===== config.mk =====
export PLATFORM = sky130hd
export DESIGN_NAME = monitor_converter_control_regs
export DESIGN_NICKNAME = d
export VERILOG_FILES = /design/src/core/monitor_converter_control_regs.v /design/src/core/conversion_sequencer.v /design/src/core/current_result_filter.v
export VERILOG_INCLUDE_DIRS = /design/src /design/src/core
export SDC_FILE = /design/constraint.sdc
export NUM_CORES = 1
export LEC_CHECK = 0
export BUFFER_PORTS_ARGS = -buffer_cell sky130_fd_sc_hd__buf_2
export CAP_MARGIN = 20
export CELL_PAD_IN_SITES_DETAIL_PLACEMENT = 2
export CELL_PAD_IN_SITES_GLOBAL_PLACEMENT = 2
export CORE_MARGIN = 2
export CORE_UTILIZATION = 35
export DETAILED_ROUTE_END_ITERATION = 10
export GPL_TIMING_DRIVEN = 1
export PLACE_DENSITY = 0.93
export SETUP_SLACK_MARGIN = 0.4
export SLEW_MARGIN = 10
export SYNTH_ARGS = -nofsm -noshare
export SYNTH_HDL_FRONTEND = slang
export SYNTH_HIERARCHICAL = 1
export SYNTH_SLANG_ARGS = --single-unit

===== constraint.sdc =====
create_clock -name CLOCK_I -period 4.35 [get_ports CLOCK_I]
set_input_delay 1.305 -clock CLOCK_I [delete_from_list [all_inputs] [get_ports CLOCK_I]]
set_output_delay 1.305 -clock CLOCK_I [all_outputs]
set_load 0.01 [all_outputs]

===== src/core/monitor_converter_defines.vh =====
// Offsets, field positions, reset values and limits of the converter control block
`ifndef MONITOR_CONVERTER_DEFINES_VH
`define MONITOR_CONVERTER_DEFINES_VH

// Register byte addresses
`define ADDR_CONVERTER_CONTROL    8'h26
`define ADDR_CHANNEL_DISABLE      8'h27
`define ADDR_RESULT_LOW           8'h28
`define ADDR_RESULT_HIGH          8'h29

// Control register field positions
`define CTRL_ENABLE_BIT           7
`define CTRL_RATE_BIT             6
`define CTRL_SPEED_MSB            5
`define CTRL_SPEED_LSB            4
`define CTRL_AVERAGE_BIT          3
`define CTRL_SEED_BIT             2

// Reset values
`define CONTROL_RESET             8'h30
`define CHANNEL_DISABLE_RESET     8'h00
`define SPEED_RESET               2'h3
`define RESULT_RESET              15'h0000
`define UNMAPPED_READ             8'h00

// Channel numbers, equal to their disable bit positions
`define CH_INPUT_CURRENT          3'h7
`define CH_LAST                   3'h7
`define CH_FIRST                  3'h0

// Input current field clamp limits, 2 mA per code
`define INPUT_CURRENT_MAX         15'h07d0
`define INPUT_CURRENT_MIN         15'h7830

`endif


===== src/core/monitor_converter_control_regs.v =====
// Control registers, channel scan and input current result of the monitor converter
//
// What this block does
// RQ1: Enable resets to 0; register reset or watchdog expiry clears it.
// RQ2: Results start at zero, keep last measurement, never auto-clear.
// RQ3: Rate bit 0 selects continuous conversion, 1 one-shot; default 0.
// RQ4: Speed field bits 5:4 picks 12/11/10/9-bit resolution; default 3.
// RQ5: Averaging bit 0 reports single values, 1 a running average.
// RQ6: Seed bit 0 starts average from stored value, 1 from fresh sample.
// RQ7: Eight disable bits, reset 0; a set bit skips that channel.
// RQ8: Input current sits in bits 15:1, two's complement, bit 0 zero.
// RQ9: Positive for bus-to-mid-node current, negative for the reverse.
// RQ10: 2 mA per code, clamped between 7830h and 7D0h.
// RQ11: One-shot converts each enabled channel once, then stops.
`timescale 1ns/10ps
module monitor_converter_control_regs (
    // Clock and reset
    input  wire        CLOCK_I,
    input  wire        RSTN_I,
    // Register access from the serial host interface
    input  wire [7:0]  REG_ADDR_I,
    input  wire        REG_WR_I,
    input  wire [7:0]  REG_WDATA_I,
    input  wire        REG_RD_I,
    output wire [7:0]  REG_RDATA_O,
    // Device events
    input  wire        REG_RESET_I,
    input  wire        WATCHDOG_EXPIRED_I,
    // Analog front end
    input  wire        CONV_DONE_I,
    input  wire [15:0] CONV_DATA_I,
    output wire        CONV_START_O,
    output wire [2:0]  CONV_CHANNEL_O,
    output wire [1:0]  CONV_RESOLUTION_O,
    // Settings and results for the other channel registers
    output wire        CONVERTER_ENABLED_O,
    output wire        RUNNING_AVERAGE_O,
    output wire        AVERAGE_SEED_O,
    output wire [7:0]  CHANNEL_OFF_O,
    output wire        RESULT_STROBE_O,
    output wire [2:0]  RESULT_CHANNEL_O,
    output wire [15:0] INPUT_CURRENT_RESULT_O
);
`include "monitor_converter_defines.vh"

    reg         enable_ff;
    reg         nxt_enable;
    reg         one_shot_ff;
    reg  [1:0]  speed_ff;
    reg         running_average_on_ff;
    reg         average_seed_select_ff;
    reg  [7:0]  channel_off_ff;
    reg         enable_d_ff;
    reg         average_d_ff;
    reg  [7:0]  rdata_ff;
    reg  [7:0]  nxt_rdata;
    wire        wr_control;
    wire        wr_disable;
    wire        scan_done;
    wire        sample_take;
    wire [2:0]  channel;
    wire [14:0] input_current_result;
    wire [15:0] result_word;
    wire        restart;

    assign wr_control = REG_WR_I && (REG_ADDR_I == `ADDR_CONVERTER_CONTROL);
    assign wr_disable = REG_WR_I && (REG_ADDR_I == `ADDR_CHANNEL_DISABLE);

    // Enable: a software write wins over a same-cycle watchdog or scan-end clear, but register reset wins over the write
    always @* begin
        nxt_enable = enable_ff;
        if (REG_RESET_I) begin
            nxt_enable = 1'b0;                                     // [RQ1]
        end else if (wr_control) begin
            nxt_enable = REG_WDATA_I[`CTRL_ENABLE_BIT];            // [RQ1]
        end else if (WATCHDOG_EXPIRED_I || scan_done) begin
            nxt_enable = 1'b0;                                     // [RQ1] [RQ11]
        end
    end

    // Control and channel disable registers
    always @(posedge CLOCK_I or negedge RSTN_I) begin
        if (!RSTN_I) begin
            enable_ff              <= 1'b0;                        // [RQ1]
            one_shot_ff            <= 1'b0;                        // [RQ3]
            speed_ff               <= `SPEED_RESET;                // [RQ4]
            running_average_on_ff  <= 1'b0;                        // [RQ5]
            average_seed_select_ff <= 1'b0;                        // [RQ6]
            channel_off_ff         <= `CHANNEL_DISABLE_RESET;      // [RQ7]
        end else begin
            enable_ff <= nxt_enable;
            if (REG_RESET_I) begin
                one_shot_ff            <= 1'b0;
                speed_ff               <= `SPEED_RESET;
                running_average_on_ff  <= 1'b0;
                average_seed_select_ff <= 1'b0;
                channel_off_ff         <= `CHANNEL_DISABLE_RESET;
            end else begin
                if (wr_control) begin
                    one_shot_ff            <= REG_WDATA_I[`CTRL_RATE_BIT];       // [RQ3]
                    speed_ff               <= REG_WDATA_I[`CTRL_SPEED_MSB:`CTRL_SPEED_LSB];
                    running_average_on_ff  <= REG_WDATA_I[`CTRL_AVERAGE_BIT];
                    average_seed_select_ff <= REG_WDATA_I[`CTRL_SEED_BIT];
                end
                if (wr_disable) begin
                    channel_off_ff <= REG_WDATA_I;                 // [RQ7]
                end
            end
        end
    end

    // Edge history so the average restarts when enable or averaging rises
    always @(posedge CLOCK_I or negedge RSTN_I) begin
        if (!RSTN_I) begin
            enable_d_ff  <= 1'b0;
            average_d_ff <= 1'b0;
        end else begin
            enable_d_ff  <= enable_ff;
            average_d_ff <= running_average_on_ff;
        end
    end

    assign restart = (enable_ff && !enable_d_ff) || (running_average_on_ff && !average_d_ff);

    // Scan of enabled channels
    conversion_sequencer u_sequencer (
        .clk_i            (CLOCK_I),
        .rstn_i           (RSTN_I),
        .enable_i         (enable_ff),
        .one_shot_i       (one_shot_ff),                           // [RQ3]
        .channel_off_i    (channel_off_ff),
        .conv_done_i      (CONV_DONE_I),
        .conv_start_o     (CONV_START_O),
        .channel_o        (channel),
        .sample_take_o    (sample_take),
        .sample_strobe_o  (RESULT_STROBE_O),
        .sample_channel_o (RESULT_CHANNEL_O),
        .scan_done_o      (scan_done)
    );

    // Only the input current channel feeds this result register
    current_result_filter u_filter (
        .clk_i          (CLOCK_I),
        .rstn_i         (RSTN_I),
        .sample_valid_i (sample_take && (channel == `CH_INPUT_CURRENT)),
        .sample_data_i  (CONV_DATA_I),
        .average_on_i   (running_average_on_ff),
        .seed_fresh_i   (average_seed_select_ff),
        .restart_i      (restart),
        .result_o       (input_current_result)
    );

    assign result_word = {input_current_result, 1'b0};             // [RQ8]

    // Read mux; reserved control bits and unmapped addresses read zero
    always @* begin
        case (REG_ADDR_I)
            `ADDR_CONVERTER_CONTROL: nxt_rdata = {enable_ff, one_shot_ff, speed_ff,
                                                  running_average_on_ff,
                                                  average_seed_select_ff, 2'h0};
            `ADDR_CHANNEL_DISABLE:   nxt_rdata = channel_off_ff;
            `ADDR_RESULT_LOW:        nxt_rdata = result_word[7:0];  // [RQ8]
            `ADDR_RESULT_HIGH:       nxt_rdata = result_word[15:8];
            default:                 nxt_rdata = `UNMAPPED_READ;
        endcase
    end

    // Read data held until the next read
    always @(posedge CLOCK_I or negedge RSTN_I) begin
        if (!RSTN_I) begin
            rdata_ff <= 8'h00;
        end else if (REG_RD_I) begin
            rdata_ff <= nxt_rdata;
        end
    end

    assign REG_RDATA_O            = rdata_ff;
    assign CONV_CHANNEL_O         = channel;
    assign CONV_RESOLUTION_O      = speed_ff;                      // [RQ4]
    assign CONVERTER_ENABLED_O    = enable_ff;
    assign RUNNING_AVERAGE_O      = running_average_on_ff;
    assign AVERAGE_SEED_O         = average_seed_select_ff;
    assign CHANNEL_OFF_O          = channel_off_ff;
    assign INPUT_CURRENT_RESULT_O = result_word;
endmodule


===== src/core/conversion_sequencer.v =====
// Channel scan sequencer for continuous and one-shot conversion
`timescale 1ns/10ps
module conversion_sequencer (
    // Clock and reset
    input  wire        clk_i,
    input  wire        rstn_i,
    // Control
    input  wire        enable_i,
    input  wire        one_shot_i,
    input  wire [7:0]  channel_off_i,
    // Analog front end
    input  wire        conv_done_i,
    output wire        conv_start_o,
    output wire [2:0]  channel_o,
    // Results
    output wire        sample_take_o,
    output wire        sample_strobe_o,
    output wire [2:0]  sample_channel_o,
    output wire        scan_done_o
);
`include "monitor_converter_defines.vh"

    localparam ST_IDLE = 1'b0;
    localparam ST_WAIT = 1'b1;

    reg        state_ff;
    reg        nxt_state;
    reg [2:0]  ch_ff;
    reg [2:0]  nxt_ch;
    reg        start_ff;
    reg        nxt_start;
    reg        strobe_ff;
    reg [2:0]  strobe_ch_ff;
    reg        take;
    reg        scan_done;

    // Next state: walk channels, skipping those switched off
    always @* begin
        nxt_state = state_ff;
        nxt_ch    = ch_ff;
        nxt_start = 1'b0;
        take      = 1'b0;
        scan_done = 1'b0;
        case (state_ff)
            ST_IDLE: begin
                if (!enable_i) begin
                    nxt_ch = `CH_FIRST;
                end else if (channel_off_i[ch_ff]) begin
                    nxt_ch    = ch_ff + 3'h1;                     // [RQ7]
                    scan_done = one_shot_i && (ch_ff == `CH_LAST); // [RQ11]
                end else begin
                    nxt_start = 1'b1;
                    nxt_state = ST_WAIT;
                end
            end
            ST_WAIT: begin
                if (!enable_i) begin
                    // Disabled mid conversion: result dropped, registers untouched
                    nxt_ch    = `CH_FIRST;
                    nxt_state = ST_IDLE;
                end else if (conv_done_i) begin
                    take      = 1'b1;
                    nxt_ch    = ch_ff + 3'h1;
                    scan_done = one_shot_i && (ch_ff == `CH_LAST); // [RQ11]
                    nxt_state = ST_IDLE;
                end
            end
            default: begin
                nxt_state = ST_IDLE;
                nxt_ch    = `CH_FIRST;
            end
        endcase
    end

    // State and output flops
    always @(posedge clk_i or negedge rstn_i) begin
        if (!rstn_i) begin
            state_ff     <= ST_IDLE;
            ch_ff        <= 3'h0;
            start_ff     <= 1'b0;
            strobe_ff    <= 1'b0;
            strobe_ch_ff <= 3'h0;
        end else begin
            state_ff     <= nxt_state;
            ch_ff        <= nxt_ch;
            start_ff     <= nxt_start;
            strobe_ff    <= take;
            strobe_ch_ff <= take ? ch_ff : strobe_ch_ff;
        end
    end

    // Scan end is combinational so the enable drops before a new start
    assign conv_start_o     = start_ff;
    assign channel_o        = ch_ff;
    assign sample_take_o    = take;
    assign sample_strobe_o  = strobe_ff;
    assign sample_channel_o = strobe_ch_ff;
    assign scan_done_o      = scan_done;
endmodule


===== src/core/current_result_filter.v =====
// Clamp and running average for the signed input current result
`timescale 1ns/10ps
module current_result_filter (
    // Clock and reset
    input  wire        clk_i,
    input  wire        rstn_i,
    // Sample in
    input  wire        sample_valid_i,
    input  wire [15:0] sample_data_i,
    // Averaging control
    input  wire        average_on_i,
    input  wire        seed_fresh_i,
    input  wire        restart_i,
    // Result
    output wire [14:0] result_o
);
`include "monitor_converter_defines.vh"

    reg  [14:0] result_ff;
    reg  [14:0] nxt_result;
    reg         first_ff;
    reg  [14:0] clamped;
    reg  [15:0] sum;

    // Clamp raw code to the field range; sign carried straight through
    always @* begin
        if (!sample_data_i[15] && (sample_data_i > {1'b0, `INPUT_CURRENT_MAX})) begin
            clamped = `INPUT_CURRENT_MAX;                          // [RQ10]
        end else if (sample_data_i[15] && (sample_data_i < {1'b1, `INPUT_CURRENT_MIN})) begin
            clamped = `INPUT_CURRENT_MIN;                          // [RQ10]
        end else begin
            clamped = sample_data_i[14:0];                         // [RQ9]
        end
        sum = {result_ff[14], result_ff} + {clamped[14], clamped};
        nxt_result = result_ff;
        if (sample_valid_i) begin
            if (!average_on_i) begin
                nxt_result = clamped;                              // [RQ5]
            end else if (first_ff && seed_fresh_i) begin
                nxt_result = clamped;                              // [RQ6]
            end else begin
                // Halving the sum keeps the range; older samples decay by half
                nxt_result = sum[15:1];                            // [RQ5] [RQ6]
            end
        end
    end

    // Result is only ever replaced by a finished sample
    always @(posedge clk_i or negedge rstn_i) begin
        if (!rstn_i) begin
            result_ff <= `RESULT_RESET;                            // [RQ2]
            first_ff  <= 1'b1;
        end else begin
            result_ff <= nxt_result;                               // [RQ2]
            if (restart_i || !average_on_i) begin
                first_ff <= 1'b1;
            end else if (sample_valid_i) begin
                first_ff <= 1'b0;
            end
        end
    end

    assign result_o = result_ff;
endmodule


==> qor.log <==
[worst_setup_path] Crit path arrival time 4330 ps
[synthesis] most frequently used cell type in the post-synthesis netlist sky130_fd_sc_hd__dfrtp_1
[worst_setup_path] startpoint kind of the worst setup timing path primary input
[clock_tree] maximum level of the CTS H-tree 2
[place] input/output buffers 82
[power_and_ir_drop] relative contribution of the clock network to total power 32.8%
[timing] tightest slew margin relative to the limit 37.7%
[power_and_ir_drop] leakage power of the design 2.18 nW
[worst_setup_path] category of the critical setup timing path primary input to flop
[die] Cell Rows 36
[power_and_ir_drop] Total Power 0.923 mW
[worst_setup_path] required time of the critical path 4540 ps
[clock_tree] clk sinks 49
[finish] Layout area overhead 30.6%
[synthesis] Post-synth ARST share 100%
[synthesis] primary flip-flop cell chosen by synthesis mapping sky130_fd_sc_hd__dfrtp_1
[die] die boundary height 105 um
[power_and_ir_drop] maximum vdd ir drop 0.121 mV
[synthesis] number of cells produced by synthesis 387
[finish] final design utilization 47.4%
[clock_tree] number of buffers created by CTS 5
[finish] fill cell instance count of the final layout 1089
[timing] Min Hold Slack 524 ps
[power_and_ir_drop] NetSw 0.288 mW
[timing] number of pins with negative max-slew slack in the final report 0
[global_route] remaining global-route overflow 0
[worst_setup_path] kind of end point of the critical path flop
[clock_tree] clock edge transition at the registers on the reported setup and hold paths 90 ps
[timing] setup repair after global routing missed its margin yes
[synthesis] top cell types by occurrence after synthesis 46 x sky130_fd_sc_hd__dfrtp_1, 29 x sky130_fd_sc_hd__nor2_1, 26 x sky130_fd_sc_hd__a21oi_1
[timing] FMAX 241 MHz
[timing] worst setup skew after layout 19.9 ps
[clock_tree] Bufs on Longest Clock Path 2
[global_route] pin count of the biggest net entering global routing 30
[min_path] Tightest Hold Check Type flop to flop
[synthesis] top cell type's share of synthesized area 32.3%
[place] routability congestion estimate from global placement 0.880
[global_route] via count of the first global-routing pass 4115
[timing] setup TNS 0 ps
[clock_tree] TritonCTS clock tree done
[clock_tree] clock tree root driver cell sky130_fd_sc_hd__clkbuf_8
[synthesis] Syn Nets 444
[die] I/O pin count 84
[routing] DR DRC count 0
[synthesis] flop and latch count out of synthesis 49
[synthesis] Post-synth EDFFs 0
[synthesis] total number of yosys warnings 6
[power_and_ir_drop] Sequential Power Share 49.5%
[job] Max Cap Violations 0
[finish] share of post-route cells with drive strength above 1 37.0%
[timing] Setup violations, final 0
[synthesis] netlist area before placement 0.00357 mm2
[routing] total number of vias 3838
[finish] antenna diode count 0
[finish] nets@finish 543
[power_and_ir_drop] switching portion of total power 31.1%
[timing] time the final worst path needs with I/O delays and setup 4140 ps
[clock_tree] hold buffers post-CTS 0
[clock_tree] clock latency of the later-clocked register in the worst-skew pair 340 ps
[die] CORE AREA 0.00982 mm2
[die] Die X-Extent 105 um
[routing] Total Routed Length 17400 um
[power_and_ir_drop] internal power contribution 0.636 mW
[synthesis] sequential element share of the synthesized area 34.5%
[routing] detailed-route vias per instance 6.19
[place] HPWL reported at the end of detailed placement 10700 um
[synthesis] count of different cell masters after synthesis 74
[die] Initial Utilization 36.3%
[worst_setup_path] maximum net fanout on the critical path 5
[power_and_ir_drop] power density cells 198 mW/mm2
[global_route] antenna violations before repair 0
[routing] wire length per cell 28.0 um
[global_route] wire length of the first global-routing pass 24200 um
[routing] antenna violation net count after detailed routing 0
[routing] DRC marker count from the first detailed-route iteration 209
[routing] drt pass-1 iters 4
[synthesis] biggest area contributors in the synthesized netlist sky130_fd_sc_hd__dfrtp_1 32%, sky130_fd_sc_hd__mux2i_1 7.0%, sky130_fd_sc_hd__ha_1 6.0%
[run_status] result of the run complete, no violations
[synthesis] synthesized area divided by synthesized cell count 9.22 um2
[power_and_ir_drop] relative contribution of combinational cells to total power 17.7%
[timing] final worst-path cycle share 95.2%
[die] Total Die Area 0.0110 mm2
[synthesis] most area-hungry cell type in the Yosys netlist sky130_fd_sc_hd__dfrtp_1
[timing] transition time at the pin with the least slew margin 933 ps
[timing] count of final hold-check violations 0
[global_route] GRT Util Overall 28.4%
layout make-up:
type	instances	area, um2	area share (%)
inverters	22	82.6	1.77
multi-input cells	296	2420	51.9
clock inverters	3	21.3	0.457
well taps	133	166	3.57
repair buffers	112	669	14.4
clock buffers	5	68.8	1.48
flip-flops and latches	49	1230	26.4
power by group through the flow:
stage,Combinational [mW],Clock [mW],Sequential [mW]
6_report,0.163,0.303,0.457
5_1_grt,0.173,0.324,0.457
4_1_cts,0.139,0.305,0.457
3_5_place_dp,0.129,0,0.466
3_3_place_gp,0.119,0,0.466
2_1_floorplan,0.0712,0,0.466
logic make-up (layout without fill, tap and decap cells):
logic type,after synthesis,in the layout,synth area share (%)
DFF,49,49,34.5
muxes,34,34,10.8
buffers and inverters,42,142,4.95
and+or+nand+nor,129,129,20.3
AOI/OAI and AO/OA,106,106,20.9
other,1,1,0.105
xor gates and xnor gates,8,8,1.96
adders and majority gates,18,18,6.52
critical path, stage by stage:
cell and delay [ps]:
sky130_fd_sc_hd__buf_6 90, sky130_fd_sc_hd__or4_4 540, sky130_fd_sc_hd__a211oi_4 220, sky130_fd_sc_hd__o21a_4 230, sky130_fd_sc_hd__and2_4 190, sky130_fd_sc_hd__ha_4 210, sky130_fd_sc_hd__o211ai_1 350, sky130_fd_sc_hd__a21oi_4 80
sky130_fd_sc_hd__buf_4 150, sky130_fd_sc_hd__nor2_2 180, sky130_fd_sc_hd__xor2_1 280, sky130_fd_sc_hd__nor2_1 90, sky130_fd_sc_hd__a21oi_1 260, sky130_fd_sc_hd__a21oi_1 150
stage by stage:
stage,std cells,setup slack [ps],instance area (um2)
after global routing,620,120,4660
after CTS,609,344,4460
after global placement,593,27.7,4210
after floorplan,387,244,3640
final,620,207,4660
after detailed placement,593,-159,4210
routing by layer:
layer / part of all wire, % / up-vias / GRT usage (%)
li1: - / 1619 / -
met1: 37 / 1969 / 32.0
met2: 52 / 184 / 52.7
met3: 5.2 / 66 / 5.74
met4: 5.0 / 0 / 9.81
met5: 0 / - / 0
flip-flops by register name, indices dropped and copies added (netlist names):
name                          cells
u_sequencer/conv_start_o          1
RUNNING_AVERAGE_O                 1
u_sequencer/sample_channel_o      3
AVERAGE_SEED_O                    1
u_filter/result_o                15
one_shot_ff                       1
u_filter/first_ff                 1
CONVERTER_ENABLED_O               1
u_sequencer/channel_o             3
CHANNEL_OFF_O                     8
CONV_RESOLUTION_O                 2
enable_d_ff                       1
u_sequencer/sample_strobe_o       1
average_d_ff                      1
REG_RDATA_O                       8
u_sequencer/state_ff              1
what timing repair did:
item                       in CTS  in global routing
gates resized for setup        17                 24
setup buffers                   8                 10
pin swaps                      16                 15
setup endpoints to repair       9                 10
cells in the final DEF, fill, tap and decap left out, drive strengths merged, types with 5 or more instances in the layout:
cell and count:
a21o 11, a21oi 26, a31oi 7, buf 112, clkbuf 5, dfrtp 46, ha 17, inv 23
mux2 6, mux2i 26, nand2 24, nand2b 23, nand3 11, nand4 8, nor2 31, nor3 6
o211ai 11, o21ai 8, o22a 6, o22ai 9, xor2 5
worst paths after layout:
| path | start | endpoint | slack, ps | cells after the start |
|---|---|---|---|---|
| min reg2reg | u_sequencer/sample_channel_o[2] | u_sequencer/sample_channel_o[2] | 520 | 1 |
| max reg2reg | u_filter/result_o[0] | u_filter/result_o[13] | 1750 | 9 |
| max in group asynchronous | RSTN_I | u_filter/first_ff | 2530 | 2 |
| min | u_sequencer/sample_channel_o[2] | u_sequencer/sample_channel_o[2] | 520 | 1 |
| min in group asynchronous | RSTN_I | u_filter/result_o[8] | 950 | 1 |
| max | CONV_DATA_I[11] | u_filter/result_o[5] | 210 | 14 |
(Power assumes the default switching activity.)
